File: config.mk
export PLATFORM = sky130hd
export DESIGN_NAME = serial_fifo_status
export DESIGN_NICKNAME = d
export VERILOG_FILES = /design/src/common/sfifo_pkg.sv /design/src/core/serial_fifo_status.sv /design/src/core/byte_fifo.sv
export VERILOG_INCLUDE_DIRS = /design/src /design/src/common
export SDC_FILE = /design/constraint.sdc
export NUM_CORES = 1
export LEC_CHECK = 0
export ABC_AREA = 1
export BUFFER_PORTS_ARGS = -buffer_cell sky130_fd_sc_hd__clkbuf_2
export CAP_MARGIN = 30
export CORE_UTILIZATION = 55
export CTS_CLUSTER_DIAMETER = 60
export CTS_CLUSTER_SIZE = 28
export DETAILED_ROUTE_END_ITERATION = 16
export PLACE_DENSITY_LB_ADDON = 0.25
export SLEW_MARGIN = 20
export SYNTH_ARGS = -nofsm -noshare
export SYNTH_HDL_FRONTEND = slang
export SYNTH_HIERARCHICAL = 1
export SYNTH_SLANG_ARGS = --single-unit
File: constraint.sdc
create_clock -name clk_i -period 3.2 [get_ports clk_i]
set_input_delay 0.8 -clock clk_i [delete_from_list [all_inputs] [get_ports clk_i]]
set_output_delay 0.8 -clock clk_i [all_outputs]
set_load 0.1 [all_outputs]
File: src/common/sfifo_map.svh
`ifndef SFIFO_MAP_SVH
`define SFIFO_MAP_SVH
`define ADDR_DATA_BUF 8'h00
`define ADDR_RX_STATUS 8'h04
`define ADDR_TX_STATUS 8'h08
`define ADDR_DMA_EN 8'h0C
`define ADDR_TX_CTRL 8'h10
`define ADDR_CFG 8'h14
`define ADDR_IRQ_STATUS 8'h18
`define ADDR_IRQ_MASK 8'h1C
`define FLAG_BIT 7
`define TX_CLEAR_BIT 7
`define RX_DMA_BIT 1
`define TX_DMA_BIT 0
`define TX_STARVED_RESET 1'b1
`define FIFO_DEPTH 4
`define IRQ_RX_OVERFLOW 0
`define IRQ_TX_STARVED 1
`define IRQ_RX_DATA 2
`define IRQ_TX_SPACE 3
`endif

File: src/common/sfifo_pkg.sv
package sfifo_pkg;
    typedef struct packed {
        logic [7:0] addr;
        logic [31:0] wdata;
        logic wr;
        logic rd;
    } bus_req_type;
    typedef struct packed {
        logic rx_dma_enable;
        logic tx_dma_enable;
    } dma_en_type;
    typedef enum logic [1:0] {DMA_IDLE, DMA_BUSY} dma_state_type;
endpackage

File: src/core/serial_fifo_status.sv
`timescale 1ns/10ps
`include "sfifo_map.svh"
module serial_fifo_status #(
    parameter int DEPTH = `FIFO_DEPTH
) (
    input wire logic clk_i,
    input wire logic srst_i,
    input wire logic [7:0] addr_i,
    input wire logic [31:0] wdata_i,
    input wire logic wr_i,
    input wire logic rd_i,
    output logic [31:0] rdata_o,
    input wire logic rx_byte_valid_i,
    input wire logic [8:0] rx_byte_i,
    input wire logic tx_frame_done_i,
    output logic [8:0] tx_byte_o,
    output logic tx_byte_valid_o,
    input wire logic channel_run_enable_i,
    input wire logic idle_mode_i,
    input wire logic idle_run_enable_i,
    input wire logic dma_busy_i,
    output logic rx_dma_req_o,
    output logic tx_dma_req_o,
    output logic irq_o
);
    sfifo_pkg::bus_req_type req;
    sfifo_pkg::dma_en_type dma_en_reg;
    sfifo_pkg::dma_state_type dma_state_reg;
    logic rx_overflow_flag_reg;
    logic tx_starved_flag_reg;
    logic [7:0] tx_fifo_control_reg;
    logic fifo_use_enable_reg;
    logic [3:0] irq_status_reg;
    logic [3:0] irq_mask_reg;
    logic [3:0] irq_event;
    logic [2:0] rx_fill_level;
    logic [2:0] tx_fill_level;
    logic [8:0] rx_head;
    logic [8:0] tx_head;
    logic rx_pop;
    logic tx_push;
    logic tx_pop;
    logic tx_clear;
    logic rx_full_hit;
    logic tx_ctrl_reset;
    logic receive_interrupt;
    logic transmit_interrupt;
    logic receive_interrupt_q;
    logic transmit_interrupt_q;
    logic rx_req_next;
    logic tx_req_next;

    assign req = '{addr: addr_i, wdata: wdata_i, wr: wr_i, rd: rd_i};

    function automatic logic hit(input logic [7:0] a, input logic [7:0] target);
        hit = (a == target);
    endfunction

    assign rx_pop = req.rd && hit(req.addr, `ADDR_DATA_BUF);
    assign tx_push = req.wr && hit(req.addr, `ADDR_DATA_BUF);
    assign tx_clear = req.wr && hit(req.addr, `ADDR_TX_CTRL) && req.wdata[`TX_CLEAR_BIT];
    assign rx_full_hit = rx_byte_valid_i && (rx_fill_level == 3'(DEPTH)) && !rx_pop;
    // a frame pulls the next byte; popping an empty fifo is a no-op
    assign tx_pop = tx_frame_done_i;
    assign tx_ctrl_reset = !channel_run_enable_i || (idle_mode_i && !idle_run_enable_i);

    byte_fifo #(.DEPTH(DEPTH)) rx_fifo (
        .clk_i(clk_i),
        .srst_i(srst_i),
        .clear_i(1'b0),
        .push_i(rx_byte_valid_i),
        .push_data_i(rx_byte_i),
        .pop_i(rx_pop),
        .head_o(rx_head),
        .level_o(rx_fill_level)
    );

    byte_fifo #(.DEPTH(DEPTH)) tx_fifo (
        .clk_i(clk_i),
        .srst_i(srst_i),
        .clear_i(tx_clear),
        .push_i(tx_push),
        .push_data_i(req.wdata[8:0]),
        .pop_i(tx_pop),
        .head_o(tx_head),
        .level_o(tx_fill_level)
    );

    // overflow: a clearing read in the same cycle blocks the set (rx_full_hit excludes rx_pop)
    always_ff @(posedge clk_i)
    begin
        if (srst_i)
        begin
            rx_overflow_flag_reg <= 1'b0;
        end
        else if (rx_full_hit)
        begin
            rx_overflow_flag_reg <= 1'b1;
        end
        else if (rx_pop)
        begin
            rx_overflow_flag_reg <= 1'b0;
        end
    end

    always_ff @(posedge clk_i)
    begin
        if (srst_i)
        begin
            tx_starved_flag_reg <= `TX_STARVED_RESET;
        end
        else if (tx_frame_done_i && tx_fill_level == 3'h0)
        begin
            // set wins over a clearing push in the same cycle
            tx_starved_flag_reg <= 1'b1;
        end
        else if (tx_push)
        begin
            tx_starved_flag_reg <= 1'b0;
        end
    end

    always_ff @(posedge clk_i)
    begin
        if (srst_i || tx_ctrl_reset)
        begin
            tx_fifo_control_reg <= 8'h00;
        end
        else if (req.wr && hit(req.addr, `ADDR_TX_CTRL))
        begin
            // clear bit is write-only, never stored
            tx_fifo_control_reg <= {1'b0, req.wdata[6:0]};
        end
    end

    always_ff @(posedge clk_i)
    begin
        if (srst_i)
        begin
            dma_en_reg <= '0;
            fifo_use_enable_reg <= 1'b0;
            irq_mask_reg <= 4'h0;
        end
        else if (req.wr)
        begin
            if (hit(req.addr, `ADDR_DMA_EN))
            begin
                dma_en_reg.rx_dma_enable <= req.wdata[`RX_DMA_BIT];
                dma_en_reg.tx_dma_enable <= req.wdata[`TX_DMA_BIT];
            end
            if (hit(req.addr, `ADDR_CFG))
            begin
                fifo_use_enable_reg <= req.wdata[0];
            end
            if (hit(req.addr, `ADDR_IRQ_MASK))
            begin
                irq_mask_reg <= req.wdata[3:0];
            end
        end
    end

    // level conditions, only their rising edges set irq status: receive has data, transmit has space
    assign receive_interrupt = rx_fill_level != 3'h0;
    assign transmit_interrupt = tx_fill_level < 3'(DEPTH);
    assign irq_event = {transmit_interrupt && !transmit_interrupt_q,
                        receive_interrupt && !receive_interrupt_q,
                        tx_frame_done_i && tx_fill_level == 3'h0, rx_full_hit};

    always_ff @(posedge clk_i)
    begin
        if (srst_i)
        begin
            irq_status_reg <= 4'h0;
            receive_interrupt_q <= 1'b0;
            // empty tx fifo means space: idle level 1 avoids a false edge after reset
            transmit_interrupt_q <= 1'b1;
        end
        else
        begin
            receive_interrupt_q <= receive_interrupt;
            transmit_interrupt_q <= transmit_interrupt;
            // set wins over write-one-to-clear
            if (req.wr && hit(req.addr, `ADDR_IRQ_STATUS))
            begin
                irq_status_reg <= (irq_status_reg & ~req.wdata[3:0]) | irq_event;
            end
            else
            begin
                irq_status_reg <= irq_status_reg | irq_event;
            end
        end
    end

    always_ff @(posedge clk_i)
    begin
        if (srst_i)
        begin
            irq_o <= 1'b0;
        end
        else
        begin
            irq_o <= |(irq_status_reg & irq_mask_reg);
        end
    end

    // dma requests are edge-born pulses; a busy controller just loses them
    assign rx_req_next = dma_en_reg.rx_dma_enable && receive_interrupt
                         && !receive_interrupt_q;
    assign tx_req_next = dma_en_reg.tx_dma_enable && transmit_interrupt
                         && !transmit_interrupt_q;

    always_ff @(posedge clk_i)
    begin
        if (srst_i)
        begin
            dma_state_reg <= sfifo_pkg::DMA_IDLE;
            rx_dma_req_o <= 1'b0;
            tx_dma_req_o <= 1'b0;
        end
        else
        begin
            rx_dma_req_o <= 1'b0;
            tx_dma_req_o <= 1'b0;
            unique case (dma_state_reg)
                sfifo_pkg::DMA_IDLE:
                begin
                    if (!dma_busy_i)
                    begin
                        rx_dma_req_o <= rx_req_next;
                        tx_dma_req_o <= tx_req_next;
                    end
                    if (dma_busy_i)
                    begin
                        dma_state_reg <= sfifo_pkg::DMA_BUSY;
                    end
                end
                sfifo_pkg::DMA_BUSY:
                begin
                    // requests arising here are dropped
                    if (!dma_busy_i)
                    begin
                        dma_state_reg <= sfifo_pkg::DMA_IDLE;
                    end
                end
                default:
                begin
                    dma_state_reg <= sfifo_pkg::DMA_IDLE;
                end
            endcase
        end
    end

    always_ff @(posedge clk_i)
    begin
        if (srst_i)
        begin
            tx_byte_o <= 9'h000;
            tx_byte_valid_o <= 1'b0;
        end
        else
        begin
            tx_byte_o <= tx_head;
            tx_byte_valid_o <= tx_fill_level != 3'h0;
        end
    end

    always_ff @(posedge clk_i)
    begin
        if (srst_i)
        begin
            rdata_o <= 32'h0000_0000;
        end
        else if (req.rd)
        begin
            rdata_o <= 32'h0000_0000;
            unique case (req.addr)
                `ADDR_DATA_BUF: rdata_o <= {23'h0, rx_head};
                `ADDR_RX_STATUS: rdata_o <= {24'h0, rx_overflow_flag_reg, 4'h0, rx_fill_level};
                `ADDR_TX_STATUS: rdata_o <= {24'h0, tx_starved_flag_reg, 4'h0, tx_fill_level};
                `ADDR_DMA_EN: rdata_o <= {30'h0, dma_en_reg.rx_dma_enable, dma_en_reg.tx_dma_enable};
                `ADDR_TX_CTRL: rdata_o <= {24'h0, tx_fifo_control_reg};
                `ADDR_CFG: rdata_o <= {31'h0, fifo_use_enable_reg};
                `ADDR_IRQ_STATUS: rdata_o <= {28'h0, irq_status_reg};
                `ADDR_IRQ_MASK: rdata_o <= {28'h0, irq_mask_reg};
                default: rdata_o <= 32'h0000_0000;
            endcase
        end
    end

    a_ovf_set: assert property (@(posedge clk_i) disable iff (srst_i)
        rx_full_hit |=> rx_overflow_flag_reg) else $error("overflow not set");
    a_ovf_clear: assert property (@(posedge clk_i) disable iff (srst_i)
        rx_pop && !rx_full_hit |=> !rx_overflow_flag_reg) else $error("overflow not cleared");
    a_starve_clear: assert property (@(posedge clk_i) disable iff (srst_i)
        tx_push && !tx_frame_done_i |=> !tx_starved_flag_reg) else $error("starve not cleared");
    a_starve_set: assert property (@(posedge clk_i) disable iff (srst_i)
        tx_frame_done_i && tx_fill_level == 3'h0 |=> tx_starved_flag_reg)
        else $error("starve not set");
    a_tx_clear_level: assert property (@(posedge clk_i) disable iff (srst_i)
        tx_clear |=> tx_fill_level == 3'h0) else $error("tx clear failed");
    a_rx_level_max: assert property (@(posedge clk_i) disable iff (srst_i)
        rx_fill_level <= 3'(DEPTH)) else $error("rx level too big");
    a_dma_rx_gate: assert property (@(posedge clk_i) disable iff (srst_i)
        rx_dma_req_o |-> $past(dma_en_reg.rx_dma_enable)) else $error("rx dma ungated");
    a_dma_busy_drop: assert property (@(posedge clk_i) disable iff (srst_i)
        $past(dma_busy_i) |-> !rx_dma_req_o && !tx_dma_req_o) else $error("dma req while busy");
    a_ctrl_reset: assert property (@(posedge clk_i) disable iff (srst_i)
        tx_ctrl_reset |=> tx_fifo_control_reg == 8'h00) else $error("ctrl not reset");
    c_overflow: cover property (@(posedge clk_i) rx_full_hit);
    c_rx_dma: cover property (@(posedge clk_i) rx_dma_req_o);
    c_tx_dma: cover property (@(posedge clk_i) tx_dma_req_o);
    c_tx_full: cover property (@(posedge clk_i) tx_fill_level == 3'(DEPTH));
endmodule

File: src/core/byte_fifo.sv
`timescale 1ns/10ps
`include "sfifo_map.svh"
module byte_fifo #(
    parameter int DEPTH = `FIFO_DEPTH
) (
    input wire logic clk_i,
    input wire logic srst_i,
    input wire logic clear_i,
    input wire logic push_i,
    input wire logic [8:0] push_data_i,
    input wire logic pop_i,
    output logic [8:0] head_o,
    output logic [2:0] level_o
);
    logic [8:0] mem_reg [DEPTH];
    logic [1:0] wr_ptr_reg;
    logic [1:0] rd_ptr_reg;
    logic do_push;
    logic do_pop;
    // push into a full fifo is dropped unless a pop frees a slot in the same cycle
    assign do_push = push_i && ((level_o < 3'(DEPTH)) || do_pop);
    assign do_pop = pop_i && (level_o != 3'h0);
    assign head_o = mem_reg[rd_ptr_reg];
    always_ff @(posedge clk_i)
    begin
        if (do_push)
        begin
            mem_reg[wr_ptr_reg] <= push_data_i;
        end
    end
    always_ff @(posedge clk_i)
    begin
        if (srst_i || clear_i)
        begin
            wr_ptr_reg <= 2'h0;
            rd_ptr_reg <= 2'h0;
            level_o <= 3'h0;
        end
        else
        begin
            if (do_push)
            begin
                wr_ptr_reg <= wr_ptr_reg + 2'h1;
            end
            if (do_pop)
            begin
                rd_ptr_reg <= rd_ptr_reg + 2'h1;
            end
            level_o <= level_o + 3'(do_push) - 3'(do_pop);
        end
    end
endmodule

### After elaboration in Yosys (flattened, before gate mapping)

Memories as Yosys holds them, arrays and structs flattened. A register that Yosys moved wholly into a read port is not among the register bits.
Index checks and enable logic that the tools add are counted.

* memories: 2
* memory bits (writable): 72
* register bits: 74
* word-level logic and storage cells: 106

* eq/ne operators: 11
* reduce and logical (&&, ||, !) cells: 42
* add/sub/neg operators: 8
* bitwise gates (word level): 6
* $lt $le $gt $ge: 2
* muxes and demuxes: 13

Memory list
* rx_fifo.mem_reg: words 4, width 9, rd ports 1, clocked after Yosys merged registers in 1, wr ports 1, RTL line byte_fifo.sv:15 `logic [8:0] mem_reg [DEPTH];`
* tx_fifo.mem_reg: words 4, width 9, rd ports 1, clocked after Yosys merged registers in 1, wr ports 1, RTL line byte_fifo.sv:15

Operator list (count)
* 9-bit one-hot mux with 8 select lines: 1
* 8-bit by 5-bit equality test with 1-bit output (second input constant): 4
* 1-bit logical AND: 19
* 8-bit by 4-bit equality test with 1-bit output (second input constant): 2
* 2-bit by 1-bit adder with 2-bit output (second input constant): 4
* 4-bit AND: 2
* 8-bit by 3-bit equality test with 1-bit output (second input constant): 1
* 8-bit logical NOT: 1
* 2-bit two-way mux: 4
* 4-bit OR: 2
* 2-bit AND reduction: 4
* 3-bit by 1-bit adder with 3-bit output: 2
* 3-bit less-than comparator (second input constant): 2
* 1-bit two-way mux: 6
* 3-bit nonzero test: 2
* 3-bit by 1-bit subtractor with 3-bit output: 2
* 1-bit logical NOT: 5
* 1-bit logical OR: 5
* 4-bit two-way mux: 1
* 2-bit inequality test (second input constant): 2
* 4-bit NOT: 1
* 2-bit one-hot mux with 2 select lines: 1
* 4-bit OR reduction: 1
* 3-bit equality test (second input constant): 1
* other kinds (7): 7

### Logic depth before layout (Yosys ltp)

* depth after elaboration: 7
* gate-level depth with buffers: 15

### By module

The synthesis kept the hierarchy.

By module, submodules not included
* byte_fifo: instances 2, cells each 155, area an instance 1940.6 sq um, seq. area each 1261.2 sq um
* serial_fifo_status: instances 1, cells each 307, area an instance 2182.1 sq um, seq. area each 900.9 sq um

### Worst setup path before layout

OpenSTA, ideal clock, no wires.

* kind: in2reg
* start: input addr_i[7]
* end: register rx_fifo.level_o[2]
* data required time: 3.085 ns
* path buffers: 0
* cell stages on the path: 14
* arrival: 2.699 ns
* setup slack: 0.386 ns
* path through: nor2_1 > nand2_1 > nor2_4 > inv_4 > nor2_8 > inv_1 > a21boi_4 > inv_2 > ha_1 > inv_1 > ha_1 > fa_1 > a21oi_1 > nor2_1

* longest elaborated chain between the ends: 7

RTL lines
* start, declared: RTL line serial_fifo_status.sv:8 `input wire logic [7:0] addr_i,`
* 8-bit logical NOT *: RTL line serial_fifo_status.sv:56 `hit = (a == target);`
* 1-bit logical AND *: RTL line serial_fifo_status.sv:59 `` assign rx_pop = req.rd && hit(req.addr, `ADDR_DATA_BUF); ``
* net rx_pop: RTL line serial_fifo_status.sv:40 `logic rx_pop;`
* 1-bit logical AND *: RTL line byte_fifo.sv:22 `assign do_pop = pop_i && (level_o != 3'h0);`
* 1-bit logical OR: RTL line byte_fifo.sv:21 `assign do_push = push_i && ((level_o < 3'(DEPTH)) || do_pop);`
* 1-bit logical AND: RTL line byte_fifo.sv:21
* 3-bit by 1-bit adder with 3-bit output: RTL line byte_fifo.sv:49 `level_o <= level_o + 3'(do_push) - 3'(do_pop);`
* 3-bit by 1-bit subtractor with 3-bit output *: RTL line byte_fifo.sv:49
* end signal, assigned: RTL line byte_fifo.sv:49
* end, declared: RTL line byte_fifo.sv:13 `output logic [2:0] level_o`

The timed path passes the listed nets; every way through them passes the cells marked *.
A chain may end at the register's enable or synchronous reset.

### Worst setup path after layout

* start: input addr_i[7]
* end: register rx_fifo.level_o[1]

Same word-level chain as after synthesis.

==> results.md <==
- The post-synthesis sequential area ratio is 0.5646.
- The site row count is 37.
- For the worst flop-to-flop path, the logic depth is 8.
- The switching power summed over all nets is 0.001492 W.
- The routability congestion estimate is 0.8394.
- The count of nets after finishing is 767.
- TritonCTS built the clock tree.
- In this design, the stage delay of the slowest critical-path cell is 0.49 ns.
- Detailed routing inserted a total of 4308 vias.
- In this run the deepest clock path goes through 2 buffers.
- The count of nets left with antenna violations once routing finished came out at 0.
- In the final layout, flip-flops and latches occupy 3423 um2.
- Once placement finished, the instance area stood at 6410 um2.
- The top-level port count is 104.
- Walking the worst path, the cells encountered are clkbuf_2, nor2_1, nand2_1, nor2_4, inv_4, nor2_8, inv_1, a21boi_4, inv_2, ha_1, inv_1, ha_1, fa_1, inv_1, nor2_1.
- After synthesis, the mean cell area works out to 9.827 um2.
- The routed wire length is 12140 um.
- The critical path starts at addr_i[7].
- The aggregate global routing overflow is 0.
- The mean number of vias per cell is 5.110.
- Counting instances, the worst hold path has a depth of 1.
- The layout filler cell count is 817.
- For this configuration, the core starts out at a cell density of 0.5770.
- The hold path endpoint is tx_dma_req_o.
- The netlist uses 38 different library cells.
- The iteration-0 DRC count of the detailed router is 288.
- For this design the static power due to leakage is 2.907 nW.
- Compared with the post-synthesis result, the final layout area differs by 15.99%.
- Headroom to the max-slew limit came out at 0.4557.
- Buffers placed on the I/O ports in this run total 57.
- After clock tree synthesis, the setup repair step added 0 buffers.
- The endpoint of the lowest-slack register-to-register path is tx_fifo/level_o[1].
- The detailed placer's ending HPWL is 8362 um.
- The clock tree root buffer cell is clkbuf_8.
- The cell with the most instances on the worst path is inv_1.
- The maximum clock skew at final layout is 0.004647 ns.
- The number of warnings issued by yosys is 6.
- The total clock buffers created by CTS is 17.
- The standard cell core area is 10510 um2.
- Counting flops and latches in the post-synthesis netlist gives 135.
- The part of the power in the clock network is 0.416.
- The cell area after synthesis is 6063 um2.
- The number of global-route vias before repair is 4192.
- The number of gates resized after CTS was 0.
- At the pin with the least slew margin, the transition time is 0.8153 ns.
- For the worst setup path, the data arrival time is 2.93 ns.
- In this run the vertical extent of the chip is 107.0 um.
- The number of antenna violations at the first check in global routing is 0.
- The switching share of power is 0.3046.
- Setup violations remaining at the end of the flow were counted as 0.
- The floorplan die area is 11450 um2.
- The critical path required time is 3.67 ns.
- Summing all multi-input logic gate instances after layout gives 2116 um2.
- From left edge to right edge, the die measures 107.0 um.
- The critical path is of the primary input to flop type.
- The number of endpoints with negative hold slack in the final report was 0.
- In the synthesized netlist, the number of instances is 617.
- The clock sink count is 135.
- Power spread over the standard cell area amounts to 696.5 nW/um2.
- The capturing element type of the critical path is a flop.
- The hold path startpoint is transmit_interrupt_q.
- In this run the number of H-tree levels came out at 4.
- The number of detailed-route iterations in the first pass is 5.
- 0 antenna diodes ended up in the layout.
- VDD sags by at most 0.4010 mV.
- The sequential fraction of design power is 0.410.
- The critical-path maximum fanout is 5.
- The worst register-to-register path begins at tx_fifo/level_o[2].
- The internal portion of the total power is 0.003406 W.
- The startpoint kind of the worst setup timing path is a primary input.
- The sum of buffers and inverters on the critical path is 6.
- In this run the register-to-register setup slack is 1.25 ns.
- The first global-routing pass estimated 19410 um of wire.
- The number of pins with negative max-slew slack in the final report came to 0.
- The worst hold path belongs to the class flop to flop.
- Across every metal layer, demand over resource in global routing totals 0.2277.
- Counting flops with a built-in enable in the synthesized netlist gives 72.
- Setup repair after global routing left no endpoint under its margin.
- The share of synthesized registers carrying an async set or reset is 0.
- The wire length per cell after detailed routing is 14.40 um.
- On the critical path the largest part of the delay comes from adder cells.
- In the final timing run, aggregate negative setup slack is 0 ns.
- The shortest period the worst path allows is 2.462 ns.
- The library cell contributing the largest single delay on the critical path is fa_1.
- The final critical-path share of the clock period is 0.7694.
- For the worst-skew pair, the clock arrives at the later sink with an insertion delay of 0.53 ns.
- In the routed design, unresolved DRC markers number 0.
- The dominant register cell in the synthesized netlist is edfxtp_1.
- The clock-pin slew of the registers on the worst-case setup and hold paths is 0.06 ns.
- The highest attainable clock frequency is 0.4062 GHz.
- Of the cells placed in the final design, the portion with a size suffix greater than 1 is 0.2461.
- The count of hold-fix buffers inserted at cts is 0.
- The flow ran to the end, and the final reports show no timing, DRC or antenna violations.
- Entering global routing, the biggest net connects 28 pins.
- The final design instance area without fill is 7033 um2.
- Of the total power, combinational logic draws 0.174.
- Max-cap violations in this run came to 0.
cells in the final DEF (no fill, tap or decap), drive strengths merged:
cell	count
dfxtp	63
nor2	121
edfxtp	72
or2	1
bufinv	4
clkinv	7
a31oi	2
a21oi	25
nand2	89
buf	12
fa	2
conb	24
ha	12
clkinvlp	1
nand3	29
nor4	1
o22ai	18
o31ai	1
a41oi	1
inv	84
o21ai	53
o211ai	3
nor3	3
nand4	2
clkbuf	75
a21boi	2
synthesized netlist by cell type (4+ instances only):
| cell | count | area, um2 |
|---|---|---|
| dfxtp_1 | 63 | 1261 |
| inv_1 | 70 | 262.8 |
| inv_2 | 8 | 30.03 |
| nor2_4 | 6 | 67.56 |
| nand2_2 | 5 | 31.28 |
| buf_6 | 5 | 56.30 |
| ha_1 | 12 | 150.1 |
| buf_4 | 23 | 172.7 |
| o22ai_2 | 18 | 225.2 |
| nand3_1 | 28 | 140.1 |
| o21ai_0 | 48 | 240.2 |
| nor2_2 | 21 | 131.4 |
| nor2_1 | 93 | 349.1 |
| a21oi_1 | 22 | 110.1 |
| o21ai_2 | 4 | 35.03 |
| edfxtp_1 | 72 | 2162 |
| nand2_1 | 84 | 315.3 |
metrics by stage:
stage	utilization	hold WS (ns)	power (W)	std cells	setup WS, ns
after global routing	0.6692	0.4475	0.005078	843	0.5591
final	0.6692	0.4366	0.004898	843	0.7380
after global placement	0.6100	0.4178	0.002870	811	0.2615
after floorplan	-	0.3984	0.002780	640	0.3861
after detailed placement	0.6100	0.4340	0.002896	811	0.1771
after CTS	0.6692	0.4424	0.004927	843	0.7326
logic make-up (layout without fill, tap and decap cells):
family,count (synthesis),after routing,synth area share
simple gates,246,246,0.1822
flops,135,135,0.5646
buf+inv,116,183,0.1007
compound gates,105,105,0.1205
fa+ha+maj,14,14,0.03137
other cells,1,24,0.0006185
layout make-up:
cell class	count	area share
Timing Repair Buffer	69	0.05337
Inverter	82	0.04626
Clock inverter	14	0.02775
Clock buffer	18	0.06084
Sequential cell	135	0.4867
Multi-Input combinational cell	389	0.3008
Tap cell	136	0.02419
metal layers:
layer	GRT usage	share of wire
met1	0.2645	0.41
met2	0.4000	0.51
met3	0.04681	0.055
met4	0.1106	0.016
met5	0	0
how the worst max path moves through the flow:
stage	end	slack, ns	depth (start not counted)
6_report	rx_fifo/level_o[1]	0.74	15
5_1_grt	rx_fifo/level_o[1]	0.56	15
4_1_cts	rx_fifo/level_o[1]	0.73	15
3_5_place_dp	rx_fifo/level_o[2]	0.18	15
3_3_place_gp	rx_fifo/level_o[1]	0.26	15
2_1_floorplan	rx_fifo/level_o[2]	0.39	14
worst register-to-register path, stage by stage (launching register included):
cell      delay, ns
dfxtp_1        0.42
a21boi_4       0.26
inv_2          0.09
ha_1           0.29
inv_1          0.04
ha_1           0.18
fa_1           0.49
inv_1          0.04
nor2_1         0.10
power by group through the flow:
stage	clock network (W)	registers, W	logic (W)
after CTS	0.00206	0.00201	0.000854
final	0.00204	0.00201	0.000850
after global routing	0.00213	0.00202	0.000925
after global placement	0	0.00204	0.000826
after floorplan	0	0.00223	0.000550
after detailed placement	0	0.00205	0.000849
Note: power is estimated with default switching activity, not from simulation.
